===== src/rtl/adc_seq_pkg.sv =====
// Package with register map, field positions, reset values and timing counts of the converter sequencer.
package adc_seq_pkg;
	// Register byte offsets on the Avalon-MM slave.
	localparam logic [4:0] OFF_CONV_CTRL_FIRST = 5'h00;
	localparam logic [4:0] OFF_CONV_CTRL_SECOND = 5'h04;
	localparam logic [4:0] OFF_RESULT_HIGH = 5'h08;
	localparam logic [4:0] OFF_RESULT_LOW = 5'h0C;
	localparam logic [4:0] OFF_PERIPH_FLAG_REG = 5'h10;
	localparam logic [4:0] OFF_PERIPH_ENABLE_REG = 5'h14;
	localparam logic [4:0] OFF_IRQ_CTRL_REG = 5'h18;
	// Field positions.
	localparam int BIT_CONV_ENABLE = 0;
	localparam int BIT_GO = 1;
	localparam int POS_CHANNEL = 2;
	localparam int POS_CLOCK_SELECT = 4;
	localparam int BIT_DONE_FLAG = 0;
	localparam int BIT_IRQ_ENABLE = 0;
	localparam int BIT_PERIPH_IRQ_ENABLE = 6;
	localparam int BIT_GLOBAL_IRQ_ENABLE = 7;
	// Reset values.
	localparam logic [4:0] RST_CHANNEL = 5'h00;
	localparam logic [2:0] RST_CLOCK_SELECT = 3'h0;
	localparam logic [9:0] RST_RESULT = 10'h000;
	// Divider selection codes.
	localparam logic [2:0] SEL_DIV8 = 3'h1;
	localparam logic [2:0] SEL_DIV16 = 3'h5;
	localparam logic [2:0] SEL_DIV32 = 3'h2;
	localparam logic [2:0] SEL_DIV64 = 3'h6;
	localparam logic [1:0] SEL_RC_LOW = 2'h3;
	// Oscillator cycles per conversion bit period for each divider setting.
	localparam logic [6:0] DIV8_CYCLES = 7'h08;
	localparam logic [6:0] DIV16_CYCLES = 7'h10;
	localparam logic [6:0] DIV32_CYCLES = 7'h20;
	localparam logic [6:0] DIV64_CYCLES = 7'h40;
	// Bit periods of one conversion, of the post-abort wait, and the index of the result's top bit.
	localparam logic [3:0] CONV_PERIODS = 4'hB;
	localparam logic [1:0] ABORT_PERIODS = 2'h2;
	localparam logic [3:0] MSB_INDEX = 4'h9;
	// Sequencer states, one-hot.
	typedef enum logic [3:0] {
		ST_IDLE = 4'b0001,
		ST_SAMPLE = 4'b0010,
		ST_CONVERT = 4'b0100,
		ST_ABORT = 4'b1000
	} seq_state_t;
endpackage


===== src/rtl/adc_conversion_sequencer.sv =====
// Successive-approximation converter sequencer with Avalon-MM register access.
// Operation
// - Bit clock from select: 001 /8, 101 /16, 010 /32, 110 /64, x11 RC clock.
// - Completion flag sets at every conversion end regardless of interrupt enable.
// - Interrupt request raised while completion flag and its enable are both set.
// - Conversions continue in sleep only with RC clock selected.
// - A converter interrupt during sleep wakes the device.
// - After wake, service routine entered only with global and peripheral enables set.
// - Ten-bit result presented right-justified across high and low registers.
// - Writing one to start bit begins a conversion; bit reads one while busy.
// - On completion: start bit clears, flag sets, result pair loads.
// - Clearing start bit mid-conversion aborts and keeps the previous result.
// - After abort, wait two bit periods before another acquisition.
// - After that wait, acquisition restarts on the selected channel automatically.
// - Device reset returns control bits to reset values and drops any conversion.
// - A full conversion takes exactly eleven bit periods.
// - Five-bit channel select chooses the source for the sample-and-hold.
// - With converter enable zero the converter is off and draws no current.
`timescale 1ns/1ns
module adc_conversion_sequencer
	import adc_seq_pkg::*;
(
	input wire logic i_clock,
	input wire logic i_reset,
	input wire logic i_clock_enable,
	input wire logic [4:0] i_avs_address,
	input wire logic i_avs_read,
	input wire logic i_avs_write,
	input wire logic [31:0] i_avs_writedata,
	input wire logic i_sleep,
	input wire logic i_comparator,
	input wire logic i_rc_clock,
	output logic [31:0] o_avs_readdata,
	output logic o_avs_waitrequest,
	output logic o_analog_on,
	output logic o_hold_connected,
	output logic [4:0] o_channel_select,
	output logic [9:0] o_sar_trial,
	output logic o_irq_request,
	output logic o_wake,
	output logic o_isr_request
);
	seq_state_t state_r;
	seq_state_t state_nxt;
	logic conv_enable_r;
	logic go_r;
	logic go_nxt;
	logic [4:0] channel_r;
	logic [2:0] clock_select_r;
	logic [9:0] result_r;
	logic [9:0] approx_r;
	logic [9:0] approx_nxt;
	logic [3:0] bit_idx_r;
	logic [1:0] abort_cnt_r;
	logic conv_done_flag_r;
	logic conv_irq_enable_r;
	logic global_irq_enable_r;
	logic periph_irq_enable_r;
	logic cmp_meta_r;
	logic cmp_sync_r;
	logic rc_meta_r;
	logic rc_sync_r;
	logic raw_tick;
	logic tick;
	logic rc_selected;
	logic access;
	logic take;
	logic wr_take;
	logic wr_ctrl_first;
	logic busy;
	logic start;
	logic abort;
	logic done;
	logic irq_level;
	logic [31:0] rd_mux;
	logic [1:0] result_top;

	// Single-bit mask for a bit index of the approximation register.
	function automatic logic [9:0] bit_mask(input logic [3:0] idx);
		bit_mask = 10'h001 << idx;
	endfunction

	// Pin inputs pass two flip-flops; only the second stage is read by logic.
	always_ff @(posedge i_clock or posedge i_reset) begin
		if (i_reset) begin
			cmp_meta_r <= 1'b0;
			cmp_sync_r <= 1'b0;
			rc_meta_r <= 1'b0;
			rc_sync_r <= 1'b0;
		end else if (i_clock_enable) begin
			cmp_meta_r <= i_comparator;
			cmp_sync_r <= cmp_meta_r;
			rc_meta_r <= i_rc_clock;
			rc_sync_r <= rc_meta_r;
		end
	end

	// Bit-period tick source.
	conv_clock_divider u_divider (
		.i_clock(i_clock),
		.i_reset(i_reset),
		.i_clock_enable(i_clock_enable),
		.i_conv_clock_select(clock_select_r),
		.i_rc_level(rc_sync_r),
		.o_tick(raw_tick)
	);

	// Oscillator-derived clocks stop in sleep, so only the RC clock keeps a conversion going.
	assign rc_selected = (clock_select_r[1:0] == SEL_RC_LOW);
	assign tick = raw_tick && (!i_sleep || rc_selected);

	// Bus decode: each request waits one cycle, then completes with waitrequest low.
	assign access = i_avs_read || i_avs_write;
	assign take = access && !o_avs_waitrequest;
	assign wr_take = take && i_avs_write;
	assign wr_ctrl_first = wr_take && (i_avs_address == OFF_CONV_CTRL_FIRST);
	assign busy = (state_r == ST_SAMPLE) || (state_r == ST_CONVERT);
	// A start is only accepted when the same write sets the enable bit and the sequencer is fully idle.
	assign start = wr_ctrl_first && i_avs_writedata[BIT_GO] && (state_r == ST_IDLE)
		&& i_avs_writedata[BIT_CONV_ENABLE];
	// Writing the enable low is a switch-off, not an abort; the forced return to idle handles it.
	assign abort = wr_ctrl_first && !i_avs_writedata[BIT_GO] && i_avs_writedata[BIT_CONV_ENABLE] && busy;
	// A clear of the start bit in the final period wins, so a cut conversion never loads a result.
	assign done = (state_r == ST_CONVERT) && tick && (bit_idx_r == 4'h0)
		&& !(wr_ctrl_first && !i_avs_writedata[BIT_GO]);

	// Read multiplexer; unmapped addresses and unused bits read zero.
	always_comb begin
		rd_mux = 32'h0000_0000;
		case (i_avs_address)
			OFF_CONV_CTRL_FIRST: rd_mux = {25'h0, channel_r, go_r, conv_enable_r};
			OFF_CONV_CTRL_SECOND: rd_mux = {25'h0, clock_select_r, 4'h0};
			OFF_RESULT_HIGH: rd_mux = {30'h0, result_r[9:8]};
			OFF_RESULT_LOW: rd_mux = {24'h0, result_r[7:0]};
			OFF_PERIPH_FLAG_REG: rd_mux = {31'h0, conv_done_flag_r};
			OFF_PERIPH_ENABLE_REG: rd_mux = {31'h0, conv_irq_enable_r};
			OFF_IRQ_CTRL_REG: rd_mux = {24'h0, global_irq_enable_r, periph_irq_enable_r, 6'h00};
			default: rd_mux = 32'h0000_0000;
		endcase
	end

	// Bus answer registers.
	always_ff @(posedge i_clock or posedge i_reset) begin
		if (i_reset) begin
			o_avs_waitrequest <= 1'b1;
			o_avs_readdata <= 32'h0000_0000;
		end else if (i_clock_enable) begin
			o_avs_waitrequest <= !(access && o_avs_waitrequest);
			if (access && o_avs_waitrequest) begin
				o_avs_readdata <= rd_mux;
			end
		end
	end

	// Software-owned configuration bits; reset puts them all back to off.
	always_ff @(posedge i_clock or posedge i_reset) begin
		if (i_reset) begin
			conv_enable_r <= 1'b0;
			channel_r <= RST_CHANNEL;
			clock_select_r <= RST_CLOCK_SELECT;
			conv_irq_enable_r <= 1'b0;
			global_irq_enable_r <= 1'b0;
			periph_irq_enable_r <= 1'b0;
		end else if (i_clock_enable && wr_take) begin
			if (i_avs_address == OFF_CONV_CTRL_FIRST) begin
				conv_enable_r <= i_avs_writedata[BIT_CONV_ENABLE];
				channel_r <= i_avs_writedata[POS_CHANNEL +: 5];
			end
			if (i_avs_address == OFF_CONV_CTRL_SECOND) begin
				clock_select_r <= i_avs_writedata[POS_CLOCK_SELECT +: 3];
			end
			if (i_avs_address == OFF_PERIPH_ENABLE_REG) begin
				conv_irq_enable_r <= i_avs_writedata[BIT_IRQ_ENABLE];
			end
			if (i_avs_address == OFF_IRQ_CTRL_REG) begin
				global_irq_enable_r <= i_avs_writedata[BIT_GLOBAL_IRQ_ENABLE];
				periph_irq_enable_r <= i_avs_writedata[BIT_PERIPH_IRQ_ENABLE];
			end
		end
	end

	// Sequencer next state; turning the converter off drops any conversion at once.
	always_comb begin
		state_nxt = state_r;
		case (state_r)
			ST_IDLE: if (start) state_nxt = ST_SAMPLE;
			ST_SAMPLE: begin
				if (abort) state_nxt = ST_ABORT;
				else if (tick) state_nxt = ST_CONVERT;
			end
			ST_CONVERT: begin
				if (abort) state_nxt = ST_ABORT;
				else if (done) state_nxt = ST_IDLE;
			end
			ST_ABORT: if (tick && abort_cnt_r == ABORT_PERIODS - 2'h1) state_nxt = ST_IDLE;
			default: state_nxt = ST_IDLE;
		endcase
		if (wr_ctrl_first && !i_avs_writedata[BIT_CONV_ENABLE]) begin
			state_nxt = ST_IDLE;
		end
	end

	// Start bit: set by software, cleared by completion, abort or converter off.
	assign go_nxt = (state_nxt == ST_SAMPLE || state_nxt == ST_CONVERT) && !done;

	// Trial word: top bit set at the start of resolving, then one bit decided per period.
	assign approx_nxt = (state_r == ST_SAMPLE) ? bit_mask(MSB_INDEX)
		: (cmp_sync_r ? approx_r : approx_r & ~bit_mask(bit_idx_r))
		| ((bit_idx_r != 4'h0) ? bit_mask(bit_idx_r - 4'h1) : 10'h000);

	// Sequencer registers.
	always_ff @(posedge i_clock or posedge i_reset) begin
		if (i_reset) begin
			state_r <= ST_IDLE;
			go_r <= 1'b0;
			approx_r <= 10'h000;
			bit_idx_r <= MSB_INDEX;
			abort_cnt_r <= 2'h0;
		end else if (i_clock_enable) begin
			state_r <= state_nxt;
			go_r <= go_nxt;
			if (tick && busy) begin
				approx_r <= approx_nxt;
				bit_idx_r <= (state_r == ST_SAMPLE) ? MSB_INDEX : bit_idx_r - 4'h1;
			end
			if (state_r != ST_ABORT) begin
				abort_cnt_r <= 2'h0;
			end else if (tick) begin
				abort_cnt_r <= abort_cnt_r + 2'h1;
			end
		end
	end

	// Result and completion flag; the result moves only on a finished conversion.
	always_ff @(posedge i_clock or posedge i_reset) begin
		if (i_reset) begin
			result_r <= RST_RESULT;
			conv_done_flag_r <= 1'b0;
		end else if (i_clock_enable) begin
			if (done) begin
				result_r <= cmp_sync_r ? approx_r : approx_r & ~bit_mask(4'h0);
			end
			// The hardware set wins over a software clear in the same cycle.
			if (done) begin
				conv_done_flag_r <= 1'b1;
			end else if (wr_take && i_avs_address == OFF_PERIPH_FLAG_REG) begin
				conv_done_flag_r <= i_avs_writedata[BIT_DONE_FLAG];
			end
		end
	end

	// Interrupt, wake and service-routine requests to the core.
	assign irq_level = conv_done_flag_r && conv_irq_enable_r;
	always_ff @(posedge i_clock or posedge i_reset) begin
		if (i_reset) begin
			o_irq_request <= 1'b0;
			o_wake <= 1'b0;
			o_isr_request <= 1'b0;
		end else if (i_clock_enable) begin
			o_irq_request <= irq_level;
			o_wake <= irq_level && i_sleep;
			// Held off while asleep so the core runs the instruction after sleep first.
			o_isr_request <= irq_level && !i_sleep && global_irq_enable_r && periph_irq_enable_r;
		end
	end

	// Analog-side controls; the hold stage tracks the channel while the converter is on and idle or sampling.
	always_ff @(posedge i_clock or posedge i_reset) begin
		if (i_reset) begin
			o_analog_on <= 1'b0;
			o_hold_connected <= 1'b0;
			o_channel_select <= RST_CHANNEL;
			o_sar_trial <= 10'h000;
		end else if (i_clock_enable) begin
			o_analog_on <= conv_enable_r;
			o_hold_connected <= conv_enable_r && (state_nxt == ST_IDLE || state_nxt == ST_SAMPLE);
			o_channel_select <= channel_r;
			o_sar_trial <= approx_r;
		end
	end

	// Helper count of bit periods since the start, read only by an assertion.
	logic [3:0] conv_ticks_r;
	always_ff @(posedge i_clock or posedge i_reset) begin
		if (i_reset) begin
			conv_ticks_r <= 4'h0;
		end else if (i_clock_enable) begin
			conv_ticks_r <= start ? 4'h0 : (busy && tick) ? conv_ticks_r + 4'h1 : conv_ticks_r;
		end
	end

	// Top result bits as a named signal, so that the read check can look one edge back.
	assign result_top = result_r[9:8];

	AST_ELEVEN_PERIODS: assert property (@(posedge i_clock) disable iff (i_reset)
		(i_clock_enable && done) |-> conv_ticks_r == CONV_PERIODS - 4'h1)
		else $error("Conversion did not take eleven bit periods.");
	AST_FLAG_ON_DONE: assert property (@(posedge i_clock) disable iff (i_reset)
		(i_clock_enable && done) |=> conv_done_flag_r && !go_r && state_r == ST_IDLE)
		else $error("Completion did not set flag and clear start bit.");
	AST_ABORT_KEEPS_RESULT: assert property (@(posedge i_clock) disable iff (i_reset)
		(i_clock_enable && abort) |=> (state_r == ST_ABORT && !go_r && $stable(result_r)))
		else $error("Abort changed the result or did not stop.");
	AST_ABORT_WAIT: assert property (@(posedge i_clock) disable iff (i_reset)
		(state_r == ST_IDLE && $past(state_r) == ST_ABORT && !$past(wr_ctrl_first))
		|-> $past(abort_cnt_r) == ABORT_PERIODS - 2'h1)
		else $error("Post-abort wait was not two bit periods.");
	AST_IRQ_REQUEST: assert property (@(posedge i_clock) disable iff (i_reset)
		i_clock_enable |=> o_irq_request == $past(irq_level))
		else $error("Interrupt request does not follow flag and enable.");
	AST_SLEEP_STOPS: assert property (@(posedge i_clock) disable iff (i_reset)
		(i_clock_enable && i_sleep && !rc_selected) |=> $stable(approx_r) && $stable(bit_idx_r))
		else $error("Oscillator clock ticked during sleep.");
	AST_WAKE: assert property (@(posedge i_clock) disable iff (i_reset)
		(i_clock_enable && irq_level && i_sleep) |=> o_wake && !o_isr_request)
		else $error("Interrupt in sleep did not wake or entered service early.");
	AST_DISABLED_IDLE: assert property (@(posedge i_clock) disable iff (i_reset)
		!conv_enable_r |-> (state_r == ST_IDLE && !go_r))
		else $error("Converter busy while disabled.");
	AST_HIGH_UPPER_ZERO: assert property (@(posedge i_clock) disable iff (i_reset)
		(i_clock_enable && access && o_avs_waitrequest && i_avs_address == OFF_RESULT_HIGH)
		|=> o_avs_readdata[31:2] == 30'h0 && o_avs_readdata[1:0] == $past(result_top))
		else $error("High result register read wrong bits.");
	AST_RESULT_ONLY_ON_DONE: assert property (@(posedge i_clock) disable iff (i_reset)
		(i_clock_enable && !done) |=> $stable(result_r))
		else $error("Result changed without a completed conversion.");
	AST_START_BUSY: assert property (@(posedge i_clock) disable iff (i_reset)
		(i_clock_enable && start) |=> go_r && state_r == ST_SAMPLE)
		else $error("Start did not enter sampling with the start bit set.");
	AST_FIRST_TRIAL: assert property (@(posedge i_clock) disable iff (i_reset)
		(i_clock_enable && state_r == ST_SAMPLE && tick) |=> approx_r == 10'h200 && bit_idx_r == 4'h9)
		else $error("Resolving did not begin at the top bit.");
	AST_ISR_GATED: assert property (@(posedge i_clock) disable iff (i_reset)
		(i_clock_enable && !(global_irq_enable_r && periph_irq_enable_r)) |=> !o_isr_request)
		else $error("Service request raised without both enables.");
	AST_FLAG_STICKY: assert property (@(posedge i_clock) disable iff (i_reset)
		(i_clock_enable && conv_done_flag_r && !(wr_take && i_avs_address == OFF_PERIPH_FLAG_REG))
		|=> conv_done_flag_r)
		else $error("Completion flag cleared without a software write.");
	AST_ACQUIRE_AFTER_ABORT: assert property (@(posedge i_clock) disable iff (i_reset)
		(i_clock_enable && state_r == ST_ABORT && state_nxt == ST_IDLE && conv_enable_r) |=> o_hold_connected)
		else $error("Acquisition did not restart after the abort wait.");
	AST_ANALOG_FOLLOWS: assert property (@(posedge i_clock) disable iff (i_reset)
		i_clock_enable |=> o_analog_on == $past(conv_enable_r))
		else $error("Analog power does not follow the converter enable.");
endmodule


===== src/rtl/conv_clock_divider.sv =====
// Conversion bit-period tick generator: oscillator divider or internal RC clock edges.
`timescale 1ns/1ns
module conv_clock_divider
	import adc_seq_pkg::*;
(
	input wire logic i_clock,
	input wire logic i_reset,
	input wire logic i_clock_enable,
	input wire logic [2:0] i_conv_clock_select,
	input wire logic i_rc_level,
	output logic o_tick
);
	logic [6:0] count_r;
	logic [6:0] count_nxt;
	logic rc_prev_r;
	logic [6:0] period;
	logic rc_mode;
	logic div_tick;

	// Period lookup; the two unassigned codes give period zero and stop the clock.
	function automatic logic [6:0] div_period(input logic [2:0] sel);
		case (sel)
			SEL_DIV8: div_period = DIV8_CYCLES;
			SEL_DIV16: div_period = DIV16_CYCLES;
			SEL_DIV32: div_period = DIV32_CYCLES;
			SEL_DIV64: div_period = DIV64_CYCLES;
			default: div_period = 7'h00;
		endcase
	endfunction

	// Select the source and form the terminal count.
	assign rc_mode = (i_conv_clock_select[1:0] == SEL_RC_LOW);
	assign period = div_period(i_conv_clock_select);
	// A count left above a shorter new period ends at once instead of wrapping through the whole range.
	assign div_tick = (period != 7'h00) && (count_r >= period - 7'h01);
	assign count_nxt = (div_tick || rc_mode) ? 7'h00 : count_r + 7'h01;

	// Counter and RC edge tracker; the tick itself is registered so it is glitch free.
	always_ff @(posedge i_clock or posedge i_reset) begin
		if (i_reset) begin
			count_r <= 7'h00;
			rc_prev_r <= 1'b0;
			o_tick <= 1'b0;
		end else if (i_clock_enable) begin
			count_r <= count_nxt;
			rc_prev_r <= i_rc_level;
			o_tick <= rc_mode ? (i_rc_level && !rc_prev_r) : div_tick;
		end
	end
endmodule

===== config.mk =====
export PLATFORM = sky130hd
export DESIGN_NAME = adc_conversion_sequencer
export DESIGN_NICKNAME = d
export VERILOG_FILES = /design/src/rtl/adc_seq_pkg.sv /design/src/rtl/adc_conversion_sequencer.sv /design/src/rtl/conv_clock_divider.sv
export SDC_FILE = /design/constraint.sdc
export NUM_CORES = 1
export LEC_CHECK = 0
export BUFFER_PORTS_ARGS = -buffer_cell sky130_fd_sc_hd__buf_2
export CORE_MARGIN = 4
export CORE_UTILIZATION = 50
export CTS_CLUSTER_DIAMETER = 30
export DETAILED_ROUTE_END_ITERATION = 6
export PLACE_DENSITY = 0.71
export SYNTH_ARGS = -nofsm -noshare
export SYNTH_HDL_FRONTEND = slang
export SYNTH_SLANG_ARGS = --single-unit

===== constraint.sdc =====
create_clock -name i_clock -period 5.02 [get_ports i_clock]
set_clock_uncertainty 0.2 [all_clocks]
set_input_delay 0.502 -clock i_clock [delete_from_list [all_inputs] [get_ports i_clock]]
set_output_delay 0.502 -clock i_clock [all_outputs]
set_load 0.02 [all_outputs]

Word-level counts from Yosys, hierarchy flattened

Index checks and enable logic that the tools add are counted.

Bits in registers: 110
Input port bits: 45
Output and inout bits: 53
Logic and storage cells: 137

Add/sub/neg operators: 4
Magnitude comparators: 1
Equality and inequality tests: 20
Shifts and indexed selects: 2
Muxes and demuxes: 21
Bitwise operators: 3
Reductions and logical operators: 57

Operators by type and width:

| kind                   | count |
|---|---|
| $pmux W8 S7            | 1 |
| $mux W4                | 8 |
| $mux W10               | 3 |
| $logic_and A1 B1 Y1    | 28 |
| $pmux W7 S4            | 1 |
| $shl A1 B4 Y10 const A | 2 |
| $reduce_and A2 Y1      | 9 |
| $pmux W4 S4            | 1 |
| $eq A5 B5 Y1 const B   | 3 |
| $and A10 B10 Y10       | 1 |
| $eq A5 B4 Y1 const B   | 2 |
| $not A10 Y10           | 1 |
| $or A10 B10 Y10        | 1 |
| $eq A4 B1 Y1 const B   | 2 |
| $eq A4 B2 Y1 const B   | 2 |
| $eq A4 B3 Y1 const B   | 2 |
| $logic_not A1 Y1       | 8 |
| $add A7 B1 Y7 const B  | 1 |
| $ge A7 B7 Y1           | 1 |
| $mux W7                | 1 |
| $reduce_bool A7 Y1     | 1 |
| $sub A7 B1 Y7 const B  | 1 |
| $eq A3 B3 Y1 const B   | 2 |
| $logic_or A1 B1 Y1     | 6 |
| other kinds (15)       | 20 |

Longest topological paths before layout

Depth after elaboration: 14
Gate-level depth with buffers: 11
Mapped depth without buffers: 10

Cells and area by module

A second synthesis with hierarchy kept.

Cell total of the unflattened synthesis: 404
Area total of the unflattened synthesis: 4,556.9 um^2

Modules (own cells, without submodules):

| module                   | times used | cells an instance | area an instance (um^2) | seq. area each (um^2) |
|---|---|---|---|---|
| adc_conversion_sequencer | 1          | 340               | 3,883.7                 | 1,931.9 |
| conv_clock_divider       | 1          | 64                | 673.1                   | 225.2 |

Worst setup path after synthesis

No wires, ideal clock.

Path kind: reg-to-reg
Start: reg clock_select_r[1]
End: reg u_divider.count_r[0]
Setup time: 0.125 ns
Arrival: 2.161 ns
Required time: 4.695 ns
Slack: 2.534 ns
Cell stages (with the launch flop): 11
Path buffers: 1
Period minus slack after synthesis: 2.486 ns
Path through: dfrtp_1 -> inv_1 -> nand3b_1 -> ha_1 -> ha_1 -> nand3_1 -> o21ai_0 -> a41o_1 -> clkbuf_1 -> nor2_1 -> mux2_2

Word-level cells in the longest chain between the ends: 7
Elaborated cells on any way between the ends: 12
Classes of those cells: add/sub: 1; order compare: 1; eq/ne: 5; mux: 2; reduce/logical: 3

Ends and longest elaborated chain:

| item                                       | RTL line                        | source |
|---|---|---|
| from (decl)                                | adc_conversion_sequencer.sv:49  | `logic [2:0] clock_select_r;` |
| from (signal assigned)                     | adc_conversion_sequencer.sv:170 | `clock_select_r <= i_avs_writedata[POS_CLOCK_SELECT +: 3];` |
| $eq A3 B3 Y1, or another cell as far along | conv_clock_divider.sv:22        | `case (sel)` |
| $pmux W7 S4                                | conv_clock_divider.sv:22        |  |
| $sub A7 B1 Y7                              | conv_clock_divider.sv:35        | `assign div_tick = (period != 7'h00) && (count_r >= period - 7'h01);` |
| $ge A7 B7 Y1                               | conv_clock_divider.sv:35        |  |
| $logic_and A1 B1 Y1                        | conv_clock_divider.sv:35        |  |
| $logic_or A1 B1 Y1 (*)                     | conv_clock_divider.sv:36        | `assign count_nxt = (div_tick \|\| rc_mode) ? 7'h00 : count_r + 7'h01;` |
| $mux W7 (*)                                | conv_clock_divider.sv:36        |  |
| to (signal assigned)                       | conv_clock_divider.sv:45        | `count_r <= count_nxt;` |
| to (decl)                                  | conv_clock_divider.sv:13        | `logic [6:0] count_r;` |

Mark *: on every way between the ends. The rest lies on a longest branch, timed or not.
A chain may end at the register's enable or synchronous reset.

Worst setup path after layout

Start: reg bit_idx_r[1]
End: reg result_r[9]

Word-level cells in the longest chain between the ends: 4

Ends and longest elaborated chain:

| item                        | RTL line                        | source |
|---|---|---|
| from (decl)                 | adc_conversion_sequencer.sv:53  | `logic [3:0] bit_idx_r;` |
| from (signal assigned)      | adc_conversion_sequencer.sv:224 | `bit_idx_r <= (state_r == ST_SAMPLE) ? MSB_INDEX : bit_idx_r - 4'h1;` |
| $logic_not A4 Y1            | adc_conversion_sequencer.sv:124 | `assign done = (state_r == ST_CONVERT) && tick && (bit_idx_r == 4'h0)` |
| $logic_and A1 B1 Y1         | adc_conversion_sequencer.sv:124 |  |
| $logic_and A1 B1 Y1         | adc_conversion_sequencer.sv:125 | `&& !(wr_ctrl_first && !i_avs_writedata[BIT_GO]);` |
| $reduce_and A2 Y1 (no line) | n/a                             |  |
| to (signal assigned)        | adc_conversion_sequencer.sv:241 | `result_r <= cmp_sync_r ? approx_r : approx_r & ~bit_mask(4'h0);` |
| to (decl)                   | adc_conversion_sequencer.sv:50  | `logic [9:0] result_r;` |

No other way between the ends.

==> summary.md <==
| Metric | Value |
|---|---|
| Outcome | finished clean |
| Req. time, crit path | between 5000 and 6000 ps |
| Vias in the first global route | 3123 |
| Post-synth top cells | dfrtp_1, nand2_1, mux2_2, o21ai_0, buf_4 |
| Least-Margin Pin Slew | 886 ps |
| Via density | about 5.6 |
| Area leader, netlist | dfrtp_1 |
| CTS Buf Count | 9 |
| Final worst slack | roughly 2200 ps |
| Setup CP Type | register to register |
| Max clock buf depth | 2 |
| PD cells | approximately 300 nW/µm² |
| Cells after Synth | 429 |
| Drt wl/cell | roughly 16 µm |
| Max-slew headroom | about 40% |
| DRC viols | 0 |
| Area delta synth->final | 8.43% |
| CTS tree | done |
| Ant diodes | 0 |
| Max Clk Rate | 358 MHz |
| Setup Fix Bufs, Post-CTS | 0 |
| CTS root buf | clkbuf_8 |
| Setup violators final | 0 |
| Final Hold Vio Count | 0 |
| Num rows | 34 |
| Htree depth | 3 |
| DRT antenna net count | 0 |
| RSZ-0062 raised after global routing | false |
| Layout cell share with drive strength beyond 1 | approximately 27% |
| Yosys Warn Count | 0 |
| Die Width | a little over 100 µm |
| Clk slew on worst S/H paths | ~90 ps |
| Period utilization | a little under three fifths |
| Initial antenna violation count | 0 |
| Syn_area_per_cell | about 11 µm² |
| R2r setup slk | roughly 2200 ps |
| CP Launch Type | register |
| Top-count cell post-synth | dfrtp_1 |
| Pre-Repair DR Iteration Count | 5 |
| Dpl ws | around 2100 ps |
| Remaining global-route overflow | 0 |
| Main synth FF type | dfrtp_1 |
| Initial Util | around half |
| GPL Wtd Cong | around 0.86 |
| Fin nets | 525 |
| Ports | 98 |
| Synth cell types | 67 |
| Clock sink count | 86 |
| DP HPWL | 6640 µm |
| Gr usage total | approximately 19% |
| Max Slew Vio Count | 0 |
| Synth Register Bits | 86 |
| First-pass GRT wire length | approximately 15000 µm |
| Final WL | approximately 9200 µm |
| Worst reg-to-reg path cell count | 6 |
| Hold crit path type | input port to asynchronous set/reset pin |
| Register area | ~2200 µm² |
| Final setup TNS | 0 ps |
| Worst vdd ir | 0.000128 V |
| Post-synth top area share | a little under half |
| DIE HEIGHT | 103 µm |
| CP endpoint kind | register |
| Final period demand of the worst path | about 2800 ps |
| Hold_buf cts | 0 |
| Iter 0 DRT Violations | 137 |
| Clock latency on the worst-skew pair | around 360 ps |
| Footprint of the multi-input gates | 2120 µm² |
| Post-CTS Resized | 0 |
| Synth top area cells | dfrtp_1, mux2_2, buf_4 |
| Core Area | between 8000 and 9000 µm² |
| Pin count of the biggest net entering global routing | 50 |
| Vias post-DR | 3264 |
| Syn Std Cell Area | 4540 µm² |
| Die Footprint | roughly 11000 µm² |
| Sequential element share of the synthesized area | between 40 and 50% |
| WP data arrival | around 2800 ps |
| Fill cells | approximately 770 |
| Post-synth ARST share | between 90% and 100% |
| IO Port Bufs | about 50 |
| Max-cap violation count | 0 |
| Power Total | between 1 and 1.5 mW |
| Max FO, Critical Path | 15 |
| Final core occ | between 50% and 60% |
| Leakage | 2.32 nW |
| Post-synth EDFFs | 0 |
## area by class of cell
class / instances / share of cell area [%]
Inverter: 18 / 1.40
Clock inverter: 7 / 1.12
Timing Repair Buffer: 52 / 5.43
Sequential cell: 86 / 43.8
Tap cell: 108 / 2.74
Multi-Input combinational cell: 300 / 43.0
Clock buffer: 9 / 2.51
## registers in the layout, indices dropped and copies added, names as in the netlist, 2 cells and up
| name | count |
|---|---|
| approx_r | 10 |
| clock_select_r | 3 |
| state_r | 4 |
| o_channel_select | 5 |
| channel_r | 5 |
| o_sar_trial | 10 |
| o_avs_readdata | 8 |
| abort_cnt_r | 2 |
| u_divider.count_r | 7 |
| bit_idx_r | 4 |
| result_r | 10 |
## through the flow
step / hold slack (ps) / cells / cell area (µm²)
floorplan: 249 / 452 / 4630
global placement: 262 / 564 / 4750
detailed placement: 273 / 564 / 4750
CTS: 16.8 / 580 / 4930
global route: 36.4 / 580 / 4930
finish: 5.38 / 580 / 4930
## critical path, cell delays in order, from the launching register on
cell and delay [ps]:
dfrtp_1 420, inv_1 130, ha_1 290, nor3b_2 330, nand3_1 180, nand4bb_1 620
mux2_1 510
## kinds of logic (layout without fill, tap and decap cells)
family	after synthesis	in the layout	share of synthesized area (%)
multiplexers	43	43	10.5
XOR/XNOR	8	8	1.54
buffers and inverters	66	86	7.79
other	1	24	0.0825
adder cells (fa/ha/maj)	13	13	3.58
AND/OR/NAND/NOR	114	114	14.3
AO/OA/AOI/OAI	98	98	14.7
flip-flops	86	86	47.5
## worst paths after layout
path,start,to
max in group asynchronous,i_reset,o_isr_request$_DFFE_PP0P_
setup reg to reg,bit_idx_r[1]$_DFFE_PP0P_,result_r[9]$_DFFE_PP0P_
setup / recovery,bit_idx_r[1]$_DFFE_PP0P_,result_r[9]$_DFFE_PP0P_
hold reg to reg,o_avs_readdata[7]$_DFFE_PP0P_,o_avs_readdata[7]$_DFFE_PP0P_
min in group i_clock,i_rc_clock,rc_meta_r$_DFFE_PP0P_
hold / removal,i_reset,o_sar_trial[8]$_DFFE_PP0P_
## metal layers
metal  vias to the layer above  share of wire [%]  global-route usage [%]
li1                       1565                  -                       -
met1                      1609                 46                    24.6
met2                        79                 47                    30.0
met3                        11                4.6                    4.09
met4                         0                1.7                    6.18
met5                         -                  0                       0
## report_power, final
group / internal (mW) / switching [mW] / total [mW]
Clock: 0.186 / 0.267 / 0.453
Combinational: 0.0916 / 0.130 / 0.222
Sequential: 0.743 / 0.0548 / 0.798
Total: 1.02 / 0.452 / 1.47
## cells in the final DEF (no fill, tap or decap), types with 3 or more instances in the layout
cell	n
a21o_1	3
a21oi_1	16
a221oi_1	4
a22oi_1	3
a31o_2	4
a31oi_1	3
and3_1	3
buf_2	49
buf_4	3
clkbuf_8	9
clkinv_2	3
conb_1	24
dfrtp_1	82
dfstp_2	4
ha_1	13
inv_1	17
mux2_1	5
mux2_2	34
mux2i_1	4
nand2_1	35
nand3_1	12
nand3b_1	3
nor2_1	18
nor3_1	11
nor3b_1	4
nor4b_1	5
o21ai_0	32
o21ai_1	6
o2bb2ai_1	4
or3_1	3
xnor2_1	5
xor2_1	3
No activity file was read; power rests on OpenSTA's default activity.
